==> src/odtm_regs.svh <==
/*
  Constants of the tributary time-division multiplexer: sizes, payload type
  codes, per-container capacity tables and buffer thresholds.
  Assumes it is included by bare name from the package and from the top module.
*/
`ifndef ODTM_REGS_SVH
`define ODTM_REGS_SVH

`define ODTM_NTRIB     8
`define ODTM_TW        3
`define ODTM_DW        32
`define ODTM_SW        12
`define ODTM_PT_AMP    8'h20
`define ODTM_PT_MIX    8'h21
`define ODTM_PT_CN     8'h22
// byte per rate, order {flex,4,3,2e,2,1,0}; limits, slots per unit, AMP mask, total slots
`define ODTM_LIM_O1    56'h00_00_00_00_00_00_02
`define ODTM_SLT_O1    56'h00_00_00_00_00_00_01
`define ODTM_AMP_O1    7'h01
`define ODTM_CAP_O1    12'h002
`define ODTM_LIM_O2A   56'h00_00_00_00_00_04_00
`define ODTM_SLT_O2A   56'h00_00_00_00_00_01_00
`define ODTM_AMP_O2A   7'h02
`define ODTM_CAP_O2A   12'h004
`define ODTM_LIM_O3A   56'h00_00_00_00_04_10_00
`define ODTM_SLT_O3A   56'h00_00_00_00_04_01_00
`define ODTM_AMP_O3A   7'h06
`define ODTM_CAP_O3A   12'h010
`define ODTM_LIM_O2M   56'h08_00_00_00_00_04_08
`define ODTM_SLT_O2M   56'h00_00_00_00_00_02_01
`define ODTM_AMP_O2M   7'h02
`define ODTM_CAP_O2M   12'h008
`define ODTM_LIM_O3M   56'h20_00_00_03_04_10_20
`define ODTM_SLT_O3M   56'h00_00_00_09_08_02_01
`define ODTM_AMP_O3M   7'h06
`define ODTM_CAP_O3M   12'h020
`define ODTM_LIM_O4    56'h50_00_02_0A_0A_28_50
`define ODTM_SLT_O4    56'h00_00_1F_08_08_02_01
`define ODTM_CAP_O4    12'h050
`define ODTM_LIM_O25   56'h14_00_00_02_02_0A_14
`define ODTM_SLT_O25   56'h00_00_00_08_08_02_01
`define ODTM_CAP_O25   12'h014
`define ODTM_LIM_O50   56'h28_00_01_05_05_14_28
`define ODTM_SLT_O50   56'h00_00_1F_08_08_02_01
`define ODTM_CAP_O50   12'h028
`define ODTM_SLT_CN    56'h00_14_08_02_02_01_01
`define ODTM_BUF_FULL  3'h2
`endif

==> src/odtm_pkg.sv <==
/*
  Types of the tributary multiplexer: configuration, output word, states.
  Assumes odtm_regs.svh sits in the same folder.
*/
`default_nettype none
package odtm_pkg;
`include "odtm_regs.svh"

  typedef enum logic [2:0] {ODTM_C1, ODTM_C2, ODTM_C3, ODTM_C4, ODTM_C25, ODTM_C50, ODTM_CN} odtm_cont_t;
  typedef enum logic [2:0] {RATE_0, RATE_1, RATE_2, RATE_2E, RATE_3, RATE_4, RATE_FLEX} odtm_rate_t;
  typedef enum logic [2:0] {ERR_NONE, ERR_PT, ERR_RATE, ERR_TS, ERR_COUNT, ERR_SLOTS} odtm_err_t;
  typedef enum logic [2:0] {ST_IDLE, ST_CHECK, ST_FINAL, ST_RUN, ST_FAULT} odtm_fsm_t;

  typedef struct packed {
    odtm_cont_t  cont;
    logic [7:0]  pt;
    logic [3:0]  n;
  } odtm_cfg_t;

  typedef struct packed {
    logic        en;
    odtm_rate_t  rate;
    logic [7:0]  ts;
  } odtm_trib_cfg_t;

  typedef struct packed {
    logic [`ODTM_TW-1:0] trib;
    logic                used;
    logic                fill;
    logic                amp;
    logic                part;
    logic [`ODTM_SW-1:0] slot;
    logic [`ODTM_DW-1:0] data;
  } odtm_word_t;

  typedef struct packed {
    logic                pt_ok;
    logic [7:0]          limit;
    logic [`ODTM_SW-1:0] slots;
    logic                amp;
    logic                part;
    logic [`ODTM_SW-1:0] cap;
  } odtm_lk_t;

  typedef struct packed {
    logic [1:0]       v;
    odtm_word_t [1:0] e;
  } odtm_buf_st_t;

  typedef struct packed {
    odtm_fsm_t                                fsm;
    odtm_cfg_t                                cfg;
    odtm_trib_cfg_t [`ODTM_NTRIB-1:0]         tcfg;
    logic [`ODTM_TW-1:0]                      idx;
    logic [6:0][7:0]                          cnt;
    logic [`ODTM_SW-1:0]                      sum;
    logic [`ODTM_SW-1:0]                      cap;
    logic [`ODTM_NTRIB-1:0][`ODTM_SW-1:0]     startp;
    logic [`ODTM_NTRIB-1:0][`ODTM_SW-1:0]     endp;
    logic [`ODTM_NTRIB-1:0]                   amp;
    logic [`ODTM_NTRIB-1:0]                   part;
    odtm_err_t                                err;
    logic [`ODTM_TW-1:0]                      err_trib;
    logic                                     busy;
    logic                                     ok;
    logic                                     bad;
    logic [`ODTM_SW-1:0]                      slot;
    logic [`ODTM_TW-1:0]                      owner;
    logic                                     hit;
    logic                                     go;
    logic [`ODTM_NTRIB-1:0]                   rdy;
    logic [7:0]                               pt_tag;
  } odtm_st_t;
endpackage
`default_nettype wire

==> src/odtm_buf.sv <==
/*
  Two-entry buffer between the slot sequencer and the higher-order framer.
  Assumes one clock and a synchronous active-high reset; head word and valid are flops.
*/
`timescale 1ns/1ns
`default_nettype none
module odtm_buf
  import odtm_pkg::*;
(
  // clock and reset
  input  wire logic                mclk,
  input  wire logic                reset,
  // filling side
  input  wire logic                in_valid,
  input  wire odtm_pkg::odtm_word_t in_word,
  output logic                     in_ready,
  // draining side
  output logic                     out_valid,
  output var odtm_pkg::odtm_word_t out_word,
  input  wire logic                out_ready,
  // occupancy for the sequencer's look-ahead
  output logic [1:0]               level
);
  odtm_buf_st_t s_ff;
  odtm_buf_st_t nxt_s_ff;

  // head always sits in entry 0, so the output needs no read mux
  assign out_valid = s_ff.v[0];
  assign out_word  = s_ff.e[0];
  assign in_ready  = !s_ff.v[1];
  assign level     = {1'b0, s_ff.v[0]} + {1'b0, s_ff.v[1]};

  // pop shifts entry 1 forward, then a push lands in the first free entry
  always_comb
  begin
    nxt_s_ff = s_ff;
    if (s_ff.v[0] && out_ready)
    begin
      nxt_s_ff.e[0] = s_ff.e[1];
      nxt_s_ff.v    = {1'b0, s_ff.v[1]};
    end
    if (in_valid && !s_ff.v[1])
    begin
      if (!nxt_s_ff.v[0])
      begin
        nxt_s_ff.e[0] = in_word;
        nxt_s_ff.v[0] = 1'b1;
      end
      else
      begin
        nxt_s_ff.e[1] = in_word;
        nxt_s_ff.v[1] = 1'b1;
      end
    end
  end

  always_ff @(posedge mclk)
  begin
    if (reset)
      s_ff <= '0;
    else
      s_ff <= nxt_s_ff;
  end
endmodule
`default_nettype wire

==> src/odtm_slot_map.sv <==
/*
  Finds which tributary owns a given tributary slot position.
  Assumes slot ranges are disjoint; the lowest index wins if not.
*/
`timescale 1ns/1ns
`default_nettype none
module odtm_slot_map
  import odtm_pkg::*;
(
  // slot to look up
  input  wire logic [`ODTM_SW-1:0]                  slot,
  // per-tributary ranges
  input  wire odtm_pkg::odtm_trib_cfg_t [`ODTM_NTRIB-1:0] tcfg,
  input  wire logic [`ODTM_NTRIB-1:0][`ODTM_SW-1:0] startp,
  input  wire logic [`ODTM_NTRIB-1:0][`ODTM_SW-1:0] endp,
  // result
  output logic [`ODTM_TW-1:0]                       owner,
  output logic                                      hit
);
  logic [`ODTM_NTRIB-1:0] match;

  // each enabled tributary owns the contiguous range [start, end)
  for (genvar i = 0; i < `ODTM_NTRIB; i++)
  begin : g_match
    assign match[i] = tcfg[i].en && (slot >= startp[i]) && (slot < endp[i]);
  end

  // priority encode, lowest index first
  always_comb
  begin
    owner = '0;
    hit   = 1'b0;
    for (int i = `ODTM_NTRIB - 1; i >= 0; i--)
    begin
      if (match[i])
      begin
        owner = `ODTM_TW'(i);
        hit   = 1'b1;
      end
    end
  end
endmodule
`default_nettype wire

==> src/odtm_mux.sv <==
/*
  Tributary time-division multiplexer: checks a tributary mix against the
  capacity of the chosen container, assigns tributary slots and justification
  type, and interleaves tributary words into the higher-order payload stream.
  Assumes tributary framers and the higher-order framer run on mclk, and that
  justification arithmetic and overhead insertion happen downstream.
*/
`timescale 1ns/1ns
`default_nettype none
`include "odtm_regs.svh"
module odtm_mux
  import odtm_pkg::*;
(
  // clock and reset
  input  wire logic                                       mclk,
  input  wire logic                                       reset,
  // configuration
  input  wire logic                                       cfg_apply,
  input  wire odtm_pkg::odtm_cfg_t                        cfg_in,
  input  wire odtm_pkg::odtm_trib_cfg_t [`ODTM_NTRIB-1:0] trib_cfg,
  // configuration status
  output logic                                            cfg_busy,
  output logic                                            cfg_ok,
  output logic                                            cfg_err,
  output var odtm_pkg::odtm_err_t                         err_code,
  output logic [`ODTM_TW-1:0]                             err_trib,
  output logic [7:0]                                      pt_tag,
  output logic [`ODTM_NTRIB-1:0]                          trib_amp,
  output logic [`ODTM_NTRIB-1:0]                          trib_part,
  // tributary framers
  input  wire logic [`ODTM_NTRIB-1:0]                     trib_valid,
  input  wire logic [`ODTM_NTRIB-1:0][`ODTM_DW-1:0]       trib_data,
  output logic [`ODTM_NTRIB-1:0]                          trib_ready,
  // higher-order framer
  output logic                                            ho_valid,
  output var odtm_pkg::odtm_word_t                        ho_word,
  input  wire logic                                       ho_ready
);
  odtm_st_t            s_ff;
  odtm_st_t            nxt_s_ff;
  odtm_lk_t            lk;
  odtm_word_t          push_word;
  logic                buf_in_ready;
  logic [1:0]          buf_level;
  logic                pop;
  logic [2:0]          lvl_n;
  logic [`ODTM_SW-1:0] slot_n;
  logic [`ODTM_SW-1:0] slot_inc;
  logic [`ODTM_TW-1:0] owner_n;
  logic                hit_n;

  // per-rate limit, slot width and justification of one tributary
  function automatic odtm_lk_t lookup(input odtm_cfg_t c, input odtm_trib_cfg_t t);
    logic [55:0]  lim;
    logic [55:0]  slt;
    logic [6:0]   amp;
    logic [7:0]   tenn;
    logic [5:0]   sel;
    odtm_lk_t     r;
    lim  = '0;
    slt  = '0;
    amp  = '0;
    r    = '0;
    sel  = {t.rate, 3'b000};
    tenn = 8'({c.n, 3'b000}) + 8'({c.n, 1'b0});
    case (c.cont)
      ODTM_C1:
      begin
        r.pt_ok = (c.pt == `ODTM_PT_AMP);
        lim   = `ODTM_LIM_O1;
        slt   = `ODTM_SLT_O1;
        amp   = `ODTM_AMP_O1;
        r.cap = `ODTM_CAP_O1;
      end
      ODTM_C2:
      begin
        if (c.pt == `ODTM_PT_AMP)
        begin
          r.pt_ok = 1'b1;
          lim   = `ODTM_LIM_O2A;
          slt   = `ODTM_SLT_O2A;
          amp   = `ODTM_AMP_O2A;
          r.cap = `ODTM_CAP_O2A;
        end
        else
        begin
          r.pt_ok = (c.pt == `ODTM_PT_MIX);
          lim   = `ODTM_LIM_O2M;
          slt   = `ODTM_SLT_O2M;
          amp   = `ODTM_AMP_O2M;
          r.cap = `ODTM_CAP_O2M;
        end
      end
      ODTM_C3:
      begin
        if (c.pt == `ODTM_PT_AMP)
        begin
          r.pt_ok = 1'b1;
          // ODU2 takes four slots of sixteen
          lim   = `ODTM_LIM_O3A;
          slt   = `ODTM_SLT_O3A;
          amp   = `ODTM_AMP_O3A;
          r.cap = `ODTM_CAP_O3A;
        end
        else
        begin
          r.pt_ok = (c.pt == `ODTM_PT_MIX);
          lim   = `ODTM_LIM_O3M;
          slt   = `ODTM_SLT_O3M;
          amp   = `ODTM_AMP_O3M;
          r.cap = `ODTM_CAP_O3M;
        end
      end
      ODTM_C4:
      begin
        r.pt_ok = (c.pt == `ODTM_PT_MIX);
        lim   = `ODTM_LIM_O4;
        slt   = `ODTM_SLT_O4;
        r.cap = `ODTM_CAP_O4;
      end
      ODTM_C25:
      begin
        r.pt_ok = (c.pt == `ODTM_PT_MIX);
        lim   = `ODTM_LIM_O25;
        slt   = `ODTM_SLT_O25;
        r.cap = `ODTM_CAP_O25;
      end
      ODTM_C50:
      begin
        r.pt_ok = (c.pt == `ODTM_PT_MIX);
        lim   = `ODTM_LIM_O50;
        slt   = `ODTM_SLT_O50;
        r.cap = `ODTM_CAP_O50;
      end
      ODTM_CN:
      begin
        // n of zero describes no container at all
        r.pt_ok = (c.pt == `ODTM_PT_CN) && (c.n != 4'h0);
        // 10n per rate, ODU3 int(10n/4), ODU4 n
        lim   = {tenn, 8'(c.n), 8'(tenn >> 2), tenn, tenn, tenn, tenn};
        slt   = `ODTM_SLT_CN;
        r.cap = `ODTM_SW'({c.n, 4'b0000}) + `ODTM_SW'({c.n, 2'b00});
      end
      default:
      begin
        r.pt_ok = 1'b0;
      end
    endcase
    r.limit = lim[sel +: 8];
    r.slots = (t.rate == RATE_FLEX) ? `ODTM_SW'(t.ts) : `ODTM_SW'(slt[sel +: 8]);
    r.amp   = amp[t.rate];
    // small rates under-fill a 5G slot
    r.part  = (c.cont == ODTM_CN) && ((t.rate == RATE_0) || (t.rate == RATE_1));
    return r;
  endfunction

  // the tributary under inspection during the check walk
  assign lk = lookup(s_ff.cfg, s_ff.tcfg[s_ff.idx]);

  // status outputs are all plain state bits
  assign cfg_busy   = s_ff.busy;
  assign cfg_ok     = s_ff.ok;
  assign cfg_err    = s_ff.bad;
  assign err_code   = s_ff.err;
  assign err_trib   = s_ff.err_trib;
  assign pt_tag     = s_ff.pt_tag;
  assign trib_amp   = s_ff.amp;
  assign trib_part  = s_ff.part;
  assign trib_ready = s_ff.rdy;

  // buffer occupancy one cycle ahead decides whether the next slot may go
  assign pop      = ho_valid && ho_ready;
  assign lvl_n    = {1'b0, buf_level} + {2'b00, s_ff.go} - {2'b00, pop};
  assign slot_inc = s_ff.slot + `ODTM_SW'(1);

  // the slot counter only moves on a served slot and wraps at container size
  always_comb
  begin
    if (s_ff.fsm != ST_RUN)
      slot_n = '0;
    else if (!s_ff.go)
      slot_n = s_ff.slot;
    else if (slot_inc >= s_ff.cap)
      slot_n = '0;
    else
      slot_n = slot_inc;
  end

  // owner of the slot that will be served next
  odtm_slot_map u_map
  (
    .slot   (slot_n),
    .tcfg   (s_ff.tcfg),
    .startp (s_ff.startp),
    .endp   (s_ff.endp),
    .owner  (owner_n),
    .hit    (hit_n)
  );

  // word for the slot served this cycle
  always_comb
  begin
    push_word      = '0;
    // no group framing: each word is one slot of the payload
    push_word.trib = s_ff.owner;
    push_word.used = s_ff.hit;
    push_word.slot = s_ff.slot;
    if (s_ff.hit)
    begin
      // a missing word becomes a justification opportunity downstream
      push_word.fill = !trib_valid[s_ff.owner];
      push_word.amp  = s_ff.amp[s_ff.owner];
      push_word.part = s_ff.part[s_ff.owner];
      push_word.data = trib_valid[s_ff.owner] ? trib_data[s_ff.owner] : '0;
    end
  end

  // configuration check and slot sequencer
  always_comb
  begin
    nxt_s_ff = s_ff;
    case (s_ff.fsm)
      ST_IDLE, ST_RUN, ST_FAULT:
      begin
        // a new mix is only taken while no check is in flight
        if (cfg_apply)
        begin
          nxt_s_ff.fsm      = ST_CHECK;
          nxt_s_ff.cfg      = cfg_in;
          nxt_s_ff.tcfg     = trib_cfg;
          nxt_s_ff.idx      = '0;
          nxt_s_ff.cnt      = '0;
          nxt_s_ff.sum      = '0;
          nxt_s_ff.startp   = '0;
          nxt_s_ff.endp     = '0;
          nxt_s_ff.amp      = '0;
          nxt_s_ff.part     = '0;
          nxt_s_ff.err      = ERR_NONE;
          nxt_s_ff.err_trib = '0;
          nxt_s_ff.busy     = 1'b1;
          nxt_s_ff.ok       = 1'b0;
          nxt_s_ff.bad      = 1'b0;
          nxt_s_ff.pt_tag   = '0;
        end
      end
      ST_CHECK:
      begin
        nxt_s_ff.cap = lk.cap;
        // payload type must match the container structure
        if (!lk.pt_ok)
        begin
          nxt_s_ff.fsm = ST_FAULT;
          nxt_s_ff.err = ERR_PT;
        end
        // rate not carried by this container
        else if (s_ff.tcfg[s_ff.idx].en && (lk.limit == 8'h00))
        begin
          nxt_s_ff.fsm = ST_FAULT;
          nxt_s_ff.err = ERR_RATE;
        end
        else if (s_ff.tcfg[s_ff.idx].en && (lk.slots == '0))
        begin
          nxt_s_ff.fsm = ST_FAULT;
          nxt_s_ff.err = ERR_TS;
        end
        else if (s_ff.tcfg[s_ff.idx].en && (s_ff.cnt[s_ff.tcfg[s_ff.idx].rate] >= lk.limit))
        begin
          nxt_s_ff.fsm = ST_FAULT;
          nxt_s_ff.err = ERR_COUNT;
        end
        else
        begin
          if (s_ff.tcfg[s_ff.idx].en)
          begin
            nxt_s_ff.cnt[s_ff.tcfg[s_ff.idx].rate] = s_ff.cnt[s_ff.tcfg[s_ff.idx].rate] + 8'h01;
            // slots are packed back to back in tributary order
            nxt_s_ff.startp[s_ff.idx] = s_ff.sum;
            nxt_s_ff.endp[s_ff.idx]   = s_ff.sum + lk.slots;
            nxt_s_ff.sum              = s_ff.sum + lk.slots;
            nxt_s_ff.amp[s_ff.idx]    = lk.amp;
            nxt_s_ff.part[s_ff.idx]   = lk.part;
          end
          if (s_ff.idx == `ODTM_TW'(`ODTM_NTRIB - 1))
            nxt_s_ff.fsm = ST_FINAL;
          else
            nxt_s_ff.idx = s_ff.idx + `ODTM_TW'(1);
        end
        if (nxt_s_ff.fsm == ST_FAULT)
          nxt_s_ff.err_trib = s_ff.idx;
      end
      ST_FINAL:
      begin
        // combined slot use must fit the container
        if (s_ff.sum > s_ff.cap)
        begin
          nxt_s_ff.fsm = ST_FAULT;
          nxt_s_ff.err = ERR_SLOTS;
        end
        else
        begin
          nxt_s_ff.fsm    = ST_RUN;
          nxt_s_ff.ok     = 1'b1;
          // tag the group with its payload type
          nxt_s_ff.pt_tag = s_ff.cfg.pt;
        end
      end
      default:
      begin
        nxt_s_ff.fsm = ST_IDLE;
      end
    endcase

    // a faulted mix leaves every tributary stalled until the next apply
    if (nxt_s_ff.fsm == ST_FAULT)
    begin
      nxt_s_ff.bad  = 1'b1;
      nxt_s_ff.busy = 1'b0;
    end
    if (nxt_s_ff.fsm == ST_RUN)
      nxt_s_ff.busy = 1'b0;

    // commit the next slot only if the buffer is sure to have room for it
    nxt_s_ff.slot  = slot_n;
    nxt_s_ff.owner = owner_n;
    nxt_s_ff.hit   = hit_n;
    nxt_s_ff.go    = (nxt_s_ff.fsm == ST_RUN) && (lvl_n < `ODTM_BUF_FULL);
    // ready is registered with go, so it is high in the cycle its slot is served, only towards the owner of that slot
    nxt_s_ff.rdy   = '0;
    if (nxt_s_ff.go && hit_n)
      nxt_s_ff.rdy[owner_n] = 1'b1;
  end

  always_ff @(posedge mclk)
  begin
    if (reset)
      s_ff <= '0;
    else
      s_ff <= nxt_s_ff;
  end

  // two-entry buffer absorbs a stall of the higher-order framer
  odtm_buf u_buf
  (
    .mclk      (mclk),
    .reset     (reset),
    .in_valid  (s_ff.go),
    .in_word   (push_word),
    .in_ready  (buf_in_ready),
    .out_valid (ho_valid),
    .out_word  (ho_word),
    .out_ready (ho_ready),
    .level     (buf_level)
  );

  // the look-ahead keeps the buffer from ever being full when go is set;
  // buf_in_ready only drives unused_ready, which nothing reads
  logic unused_ready;
  assign unused_ready = buf_in_ready;
endmodule
`default_nettype wire

==> config.mk <==
export PLATFORM = sky130hd
export DESIGN_NAME = odtm_mux
export DESIGN_NICKNAME = d
export VERILOG_FILES = /design/src/odtm_pkg.sv /design/src/odtm_buf.sv /design/src/odtm_slot_map.sv /design/src/odtm_mux.sv
export VERILOG_INCLUDE_DIRS = /design/src
export SDC_FILE = /design/constraint.sdc
export NUM_CORES = 1
export LEC_CHECK = 0
export BUFFER_PORTS_ARGS = -buffer_cell sky130_fd_sc_hd__buf_4
export CAP_MARGIN = 10
export CORE_ASPECT_RATIO = 0.75
export CORE_MARGIN = 10
export CORE_UTILIZATION = 49
export CTS_CLUSTER_DIAMETER = 60
export DETAILED_ROUTE_END_ITERATION = 10
export PLACE_DENSITY = 0.71
export SLEW_MARGIN = 20
export SYNTH_ARGS = -nofsm -noshare
export SYNTH_HDL_FRONTEND = slang
export SYNTH_SLANG_ARGS = --single-unit
==> constraint.sdc <==
create_clock -name mclk -period 12.61 [get_ports mclk]
set_input_delay 3.783 -clock mclk [delete_from_list [all_inputs] [get_ports mclk]]
set_output_delay 3.783 -clock mclk [all_outputs]
set_load 0.1 [all_outputs]
==> flow_metrics.env, run 1 <==
export IMPL_core_area_sq_um=59300
export IMPL_drt_iter0_drc=2937
export IMPL_nets=4354
export IMPL_clockBufferDepth=3
export IMPL_critical_path_required_ns=13.16
export IMPL_grt_overflow_total=0
export IMPL_fin_crit_ns=7.77
export IMPL_ant_nets=0
export IMPL_die_area_sq_um=70600
export IMPL_rsz0062_at_grt="false"
export IMPL_grt_pass1_vias=24700
export IMPL_die_x_microns=304
export IMPL_skew_ns=0.0291
export IMPL_power_density_nw_per_um2=114
export IMPL_relSlewSlack_pct=15.1
export IMPL_via_per_inst=5.94
export IMPL_synthArstFlopShare_pct=0
export IMPL_h_tree_depth=2
export IMPL_syn_inst=3469
export IMPL_ys_types=77
export IMPL_drive_gt1_share_pct=20.1
export IMPL_holdWs_ns=0.452
export IMPL_final_util_pct=59.1
export IMPL_tns_ns=0
export IMPL_drt_total_wl_mm=111
export IMPL_arrival_ns=8.32
export IMPL_synth_seq_cells=547
export IMPL_antenna_found_initial=7
export IMPL_drcViolationCount=0
export IMPL_power_leakage_nw=13.9
export IMPL_crit_fanout=48
export IMPL_post_drt_wl_per_cell_microns=24.1
export IMPL_grt_pass1_wl_mm=161
export IMPL_post_cts_buffers=0
export IMPL_pin_count=472
export IMPL_crit_path_start_kind="flip-flop"
export IMPL_port_buffers=471
export IMPL_clock_fmax_ghz=0.129
export IMPL_areaGrowthSynthToFinish_pct=18.8
export IMPL_total_power_w=0.00398
export IMPL_ir_worst_vdd_mv=0.115
export IMPL_worstSetupPathType="flip-flop to flip-flop"
export IMPL_syn_cell_area_sq_um=29500
export IMPL_hpwl_mm=82.2
export IMPL_worst_pin_slew_ns=1.27
export IMPL_avgSynthCellArea_sq_um=8.52
export IMPL_syn_num_nets=4075
export IMPL_cts_root_buf="clkbuf_16"
export IMPL_vias=27200
export IMPL_yosysSeqAreaShare_pct=37.1
export IMPL_clock_latency_ns=0.63
export IMPL_cp_end_kind="flip-flop"
export IMPL_clk_pin_slew_worst_paths_ns=0.06
export IMPL_dieHeight_microns=233
export IMPL_std_cell_rows=77
export IMPL_clkSinkCount=547
export IMPL_max_cap_violations=0
export IMPL_start_util_pct=49.8
export IMPL_synth_edf_count=0
export IMPL_grt_max_degree=145
export IMPL_cts_inserted_buffers=55
export IMPL_drtPass1Iterations=6
export IMPL_grt_use_total_pct=29.6
export IMPL_post_route_period_util_pct=61.6
export IMPL_cts_resized=0
export IMPL_hold_buffers=0
export IMPL_synth_top_flop_cell="dfxtp_1"
export IMPL_cts_tree="done"
export IMPL_drv_slew=0
export IMPL_status="complete, no violations"
export IMPL_ys_warn_count=0
export IMPL_hp_class="flip-flop to flip-flop"
export IMPL_hold_viol_final=0
export IMPL_place_congestion=0.977
export IMPL_finalSetupViolations=0
-- per-layer routing --
layer | GRT usage [%] | part of all wire (%) | vias to the layer above
met2 | 42.5 | 42 | 1208
met3 | 6.46 | 9.6 | 169
met5 | 0 | 0.033 | -
li1 | - | - | 12700
met4 | 7.08 | 2.5 | 6
met1 | 44.1 | 46 | 13100
-- area by class of cell --
cell class	instances	area (sq um)
fill	5355	24300
multi-input combinational	2405	16500
sequential	547	11000
timing repair buffer	520	3910
clock buffer	74	1570
tap	790	988
inverter	219	822
clock inverter	24	348
antenna	6	15.0
-- metrics by stage --
stage | worst slack, ns | instance area [sq um] | std cells
after floorplan | 6.57 | 29500 | 3469
after global placement | 5.05 | 33100 | 4481
after detailed placement | 5.09 | 33100 | 4481
after CTS | 5.01 | 35100 | 4579
after global routing | 4.44 | 35100 | 4582
final | 4.84 | 35100 | 4585
-- flip-flops by register name (all words and copies together) (netlist names) --
signal	flops
cfg_busy	1
u_buf.out_word	51
trib_ready	8
trib_part	8
pt_tag	8
push_word	16
err_trib	3
u_buf.out_valid	1
cfg_ok	1
trib_amp	8
err_code	3
cfg_err	1
s_ff	386
u_buf.s_ff	52
-- report_power, final --
group	total, W	switching (W)	internal (W)
Sequential	0.00180	0.0000347	0.00176
Combinational	0.000443	0.000264	0.000179
Clock	0.00174	0.000726	0.00102
-- synthesized netlist by cell type, types with 45 or more instances --
master,n,area [sq um]
a21o_1,45,338
a21oi_1,276,1380
a22o_1,178,1560
a311oi_1,53,464
buf_4,89,668
clkbuf_1,151,567
dfxtp_1,547,11000
ha_1,225,2820
inv_1,216,811
mux2i_1,65,651
mux4_2,74,1670
nand2_1,664,2490
nand3_1,50,250
nor2_1,194,728
nor3_1,46,230
o21ai_0,168,841
-- worst max-delay path, stage by stage (launching register included) --
cell and delay (ns):
dfxtp_2 0.92, nor2b_1 0.63, a22o_1 0.30, a221oi_2 0.08, buf_4 0.25, nor2_1 0.77, a221oi_1 0.16, a221o_1 0.36
ha_1 0.30, nand2b_1 0.14, a21o_1 0.17, a21o_1 0.16, a21o_1 0.17, a211o_1 0.29, a211oi_1 0.43, o31ai_1 0.22
a2111oi_4 0.32, buf_4 0.32, nand2_2 0.55, nor2_1 0.88, a22o_1 0.22
-- cells in the final DEF (no fill, tap or decap), types with 24 or more instances in the layout --
| master | count |
|---|---|
| a21oi_1 | 276 |
| ha_1 | 225 |
| nor2b_1 | 30 |
| nor3_1 | 45 |
| a22o_1 | 178 |
| buf_4 | 519 |
| a211oi_1 | 24 |
| a311oi_1 | 53 |
| a21o_1 | 45 |
| dfxtp_1 | 541 |
| clkbuf_16 | 55 |
| nand3_1 | 49 |
| nand2_1 | 662 |
| nand2b_1 | 26 |
| o21ai_0 | 168 |
| mux2i_1 | 65 |
| inv_1 | 216 |
| nor2_1 | 191 |
| mux4_2 | 74 |
-- logic make-up (layout without fill, tap and decap cells) --
logic type,Yosys count,in the layout,synth area share [%]
compound gates,895,895,20.4
mux,155,155,8.45
flops,547,547,37.1
xor+xnor,25,25,0.741
other cells,0,6,0
simple gates,1103,1103,15.9
fa+ha+maj,227,227,9.67
buf+inv,517,837,7.82
-- worst paths after layout --
check | start | end | slack, ns | cells after the start
max | s_ff[332]$_SDFFE_PP0P_ | s_ff[213]$_SDFFE_PP0P_ | 4.84 | 20
min | s_ff[215]$_SDFFE_PP0P_ | s_ff[215]$_SDFFE_PP0P_ | 0.45 | 2
max reg2reg | s_ff[332]$_SDFFE_PP0P_ | s_ff[213]$_SDFFE_PP0P_ | 4.84 | 20
min reg2reg | s_ff[215]$_SDFFE_PP0P_ | s_ff[215]$_SDFFE_PP0P_ | 0.45 | 2
Note: power is estimated with default switching activity, not from simulation.
==> run 2, diff against run 1 <==
Settings changed: ABC_AREA set to 1, PLACE_DENSITY 0.71 to 0.73.
Clock period 12.61 ns to 7.1 ns, I/O delays scaled along.
==> flow_metrics.env, run 2 <==
export IMPL_die_area_sq_um=75900
export IMPL_yosysSeqAreaShare_pct=34.3
export IMPL_synthArstFlopShare_pct=0
export IMPL_status="complete, no violations"
export IMPL_synth_seq_cells=547
export IMPL_synth_edf_count=0
export IMPL_grt_max_degree=196
export IMPL_port_buffers=471
export IMPL_drv_slew=0
export IMPL_ys_warn_count=0
export IMPL_power_density_nw_per_um2=199
export IMPL_clockBufferDepth=3
export IMPL_syn_inst=4636
export IMPL_drtPass1Iterations=8
export IMPL_crit_chain="nand2_1 -> nor2_2 -> nand2_1 -> nand2_1 -> inv_2 -> nand4_4 -> nand2_2 -> nor2_2 -> inv_2 -> or2_2 -> nand2_1 -> ha_1 -> inv_1 -> fa_1 -> o31ai_1 -> a21oi_1 -> o21ai_0 -> a21oi_1 -> o21ai_0 -> o21ai_0 -> a21oi_1 -> nand4_1 -> a21oi_1"
export IMPL_hold_buffers=0
export IMPL_r2r_start="s_ff[331]$_SDFFE_PP0P_"
export IMPL_clkSinkCount=547
export IMPL_syn_cell_area_sq_um=31900
export IMPL_std_cell_rows=80
export IMPL_hpwl_mm=99.6
export IMPL_placed_area_sq_um=35100
export IMPL_pin_count=472
export IMPL_start_util_pct=49.9
export IMPL_dieHeight_microns=241
export IMPL_rsz0062_at_grt="false"
export IMPL_critical_path_slowest_cell="a21oi_1"
export IMPL_fin_area_sq_um=37000
export IMPL_h_tree_depth=2
export IMPL_r2r_end="s_ff[126]$_SDFFE_PP0P_"
export IMPL_die_x_microns=315
export IMPL_regMostFlops="s_ff"
export IMPL_critical_path_required_ns=7.66
export IMPL_hold_end="s_ff[170]$_SDFFE_PP0P_"
export IMPL_final_util_pct=57.7
export IMPL_fin_ws_ns=0.584
export IMPL_post_drt_wl_per_cell_microns=23.7
export IMPL_worst_pin_slew_ns=1.20
export IMPL_cts_root_buf="clkbuf_16"
export IMPL_grt_pass1_wl_mm=197
export IMPL_clock_fmax_ghz=0.153
export IMPL_avgSynthCellArea_sq_um=6.89
export IMPL_rr_worst_depth=23
export IMPL_yosysTopAreaCell="dfxtp_1"
export IMPL_clock_latency_ns=0.64
export IMPL_relSlewSlack_pct=19.9
export IMPL_hp_class="flip-flop to flip-flop"
export IMPL_power_leakage_nw=15.3
export IMPL_drt_total_wl_mm=136
export IMPL_hold_depth=2
export IMPL_reg2reg_slack_ns=0.58
export IMPL_syn_num_nets=5242
export IMPL_worstSetupPathType="flip-flop to flip-flop"
export IMPL_tns_ns=0
export IMPL_layout_common_cells="nand2_1, dfxtp_1, buf_4"
export IMPL_grt_pass1_vias=29800
export IMPL_drcViolationCount=0
export IMPL_core_area_sq_um=64100
export IMPL_hold_viol_final=0
export IMPL_ant_nets=0
export IMPL_areaGrowthSynthToFinish_pct=15.8
export IMPL_dp_slack_ns=0.816
export IMPL_ys_types=58
export IMPL_hp_start="s_ff[170]$_SDFFE_PP0P_"
export IMPL_largest_register_ff_count=386
export IMPL_grt_use_total_pct=34.0
export IMPL_cts_tree="done"
export IMPL_post_cts_buffers=0
export IMPL_via_per_inst=5.91
export IMPL_antenna_found_initial=12
export IMPL_arrival_ns=7.08
export IMPL_nets=5439
export IMPL_crit_fanout=18
export IMPL_grt_overflow_total=0
export IMPL_finalSetupViolations=0
export IMPL_cts_inserted_buffers=56
export IMPL_synth_top_flop_cell="dfxtp_1"
export IMPL_skew_ns=0.0407
export IMPL_drive_gt1_share_pct=14.6
export IMPL_vias=34000
export IMPL_drt_iter0_drc=4692
export IMPL_layout_commonest_cell="nand2_1"
export IMPL_post_route_period_util_pct=91.8
export IMPL_cpPeakStageDelay_ns=0.72
export IMPL_synth_most_common_cell="nand2_1"
export IMPL_clk_pin_slew_worst_paths_ns=0.06
export IMPL_cts_resized=0
export IMPL_yosys_top_cells_count="nand2_1, dfxtp_1, nor2_1"
export IMPL_ir_worst_vdd_mv=0.200
export IMPL_place_congestion=1.05
export IMPL_fin_crit_ns=6.52
export IMPL_cp_end_kind="flip-flop"
export IMPL_yosys_top_cells_area="dfxtp_1, nand2_1, ha_1"
export IMPL_crit_path_start_kind="flip-flop"
export IMPL_max_cap_violations=0
export IMPL_synth_top_area_share_pct=34.3
[run 2: layout make-up]
type                    count  area [sq um]
fillers                  6176         27100
multi-input cells        3294         17500
flip-flops and latches    547         11000
repair buffers            534          4030
clock buffers              82          1650
inverters                 400          1510
well taps                 861          1080
clock inverters            19           193
diodes                      8          20.0
[run 2: metal layers]
| layer | vias to the layer above | track usage [%] | wire, microns |
|---|---|---|---|
| li1 | 16000 | - | - |
| met1 | 15900 | 49.7 | 60000 |
| met2 | 1846 | 48.7 | 55700 |
| met3 | 189 | 9.26 | 16900 |
| met4 | 4 | 7.92 | 3290 |
| met5 | - | 0 | 26 |
[run 2: cell families after synthesis]
logic type / Yosys count / synth area share, %
adders and majority gates: 227 / 8.94
xor gates and xnor gates: 12 / 0.329
buffers and inverters: 795 / 11.1
muxes: 2 / 0.0627
AOI/OAI and AO/OA: 1107 / 18.8
DFF: 547 / 34.3
and+or+nand+nor: 1946 / 26.5
[run 2: how the worst max path moves through the flow]
stage                                        start                        to
after floorplan           push_word[35]$_SDFF_PP0_  push_word[48]$_SDFF_PP0_
after global placement      s_ff[331]$_SDFFE_PP0P_     s_ff[78]$_SDFFE_PP0P_
after detailed placement    s_ff[331]$_SDFFE_PP0P_    s_ff[126]$_SDFFE_PP0P_
after CTS                   s_ff[331]$_SDFFE_PP0P_    s_ff[126]$_SDFFE_PP0P_
after global routing        s_ff[332]$_SDFFE_PP0P_    s_ff[150]$_SDFFE_PP0P_
final                       s_ff[331]$_SDFFE_PP0P_    s_ff[126]$_SDFFE_PP0P_
[run 2: where the power goes]
part	total [W]	leakage (nW)	internal, W	switching (W)
registers	0.00319	4.44	0.00313	0.0000531
logic	0.00115	9.93	0.000344	0.000802
clock network	0.00304	0.919	0.00172	0.00133
[run 2: metrics by stage]
step	hold WS, ns	instances	total power [W]
4_1_cts	0.455	5737	0.00735
2_1_floorplan	0.430	4636	0.00393
3_5_place_dp	0.446	5636	0.00436
5_1_grt	0.474	5745	0.00759
6_report	0.459	5745	0.00738
3_3_place_gp	0.446	5636	0.00436
[run 2: critical path, delay by kind of cell, from the launching register on]
family                   cells  cell delay (ns)
flip-flops                   1             0.60
buffers and inverters        3             0.28
adder cells (fa/ha/maj)      2             0.59
AO/OA/AOI/OAI                8             2.43
AND/OR/NAND/NOR             10             2.53
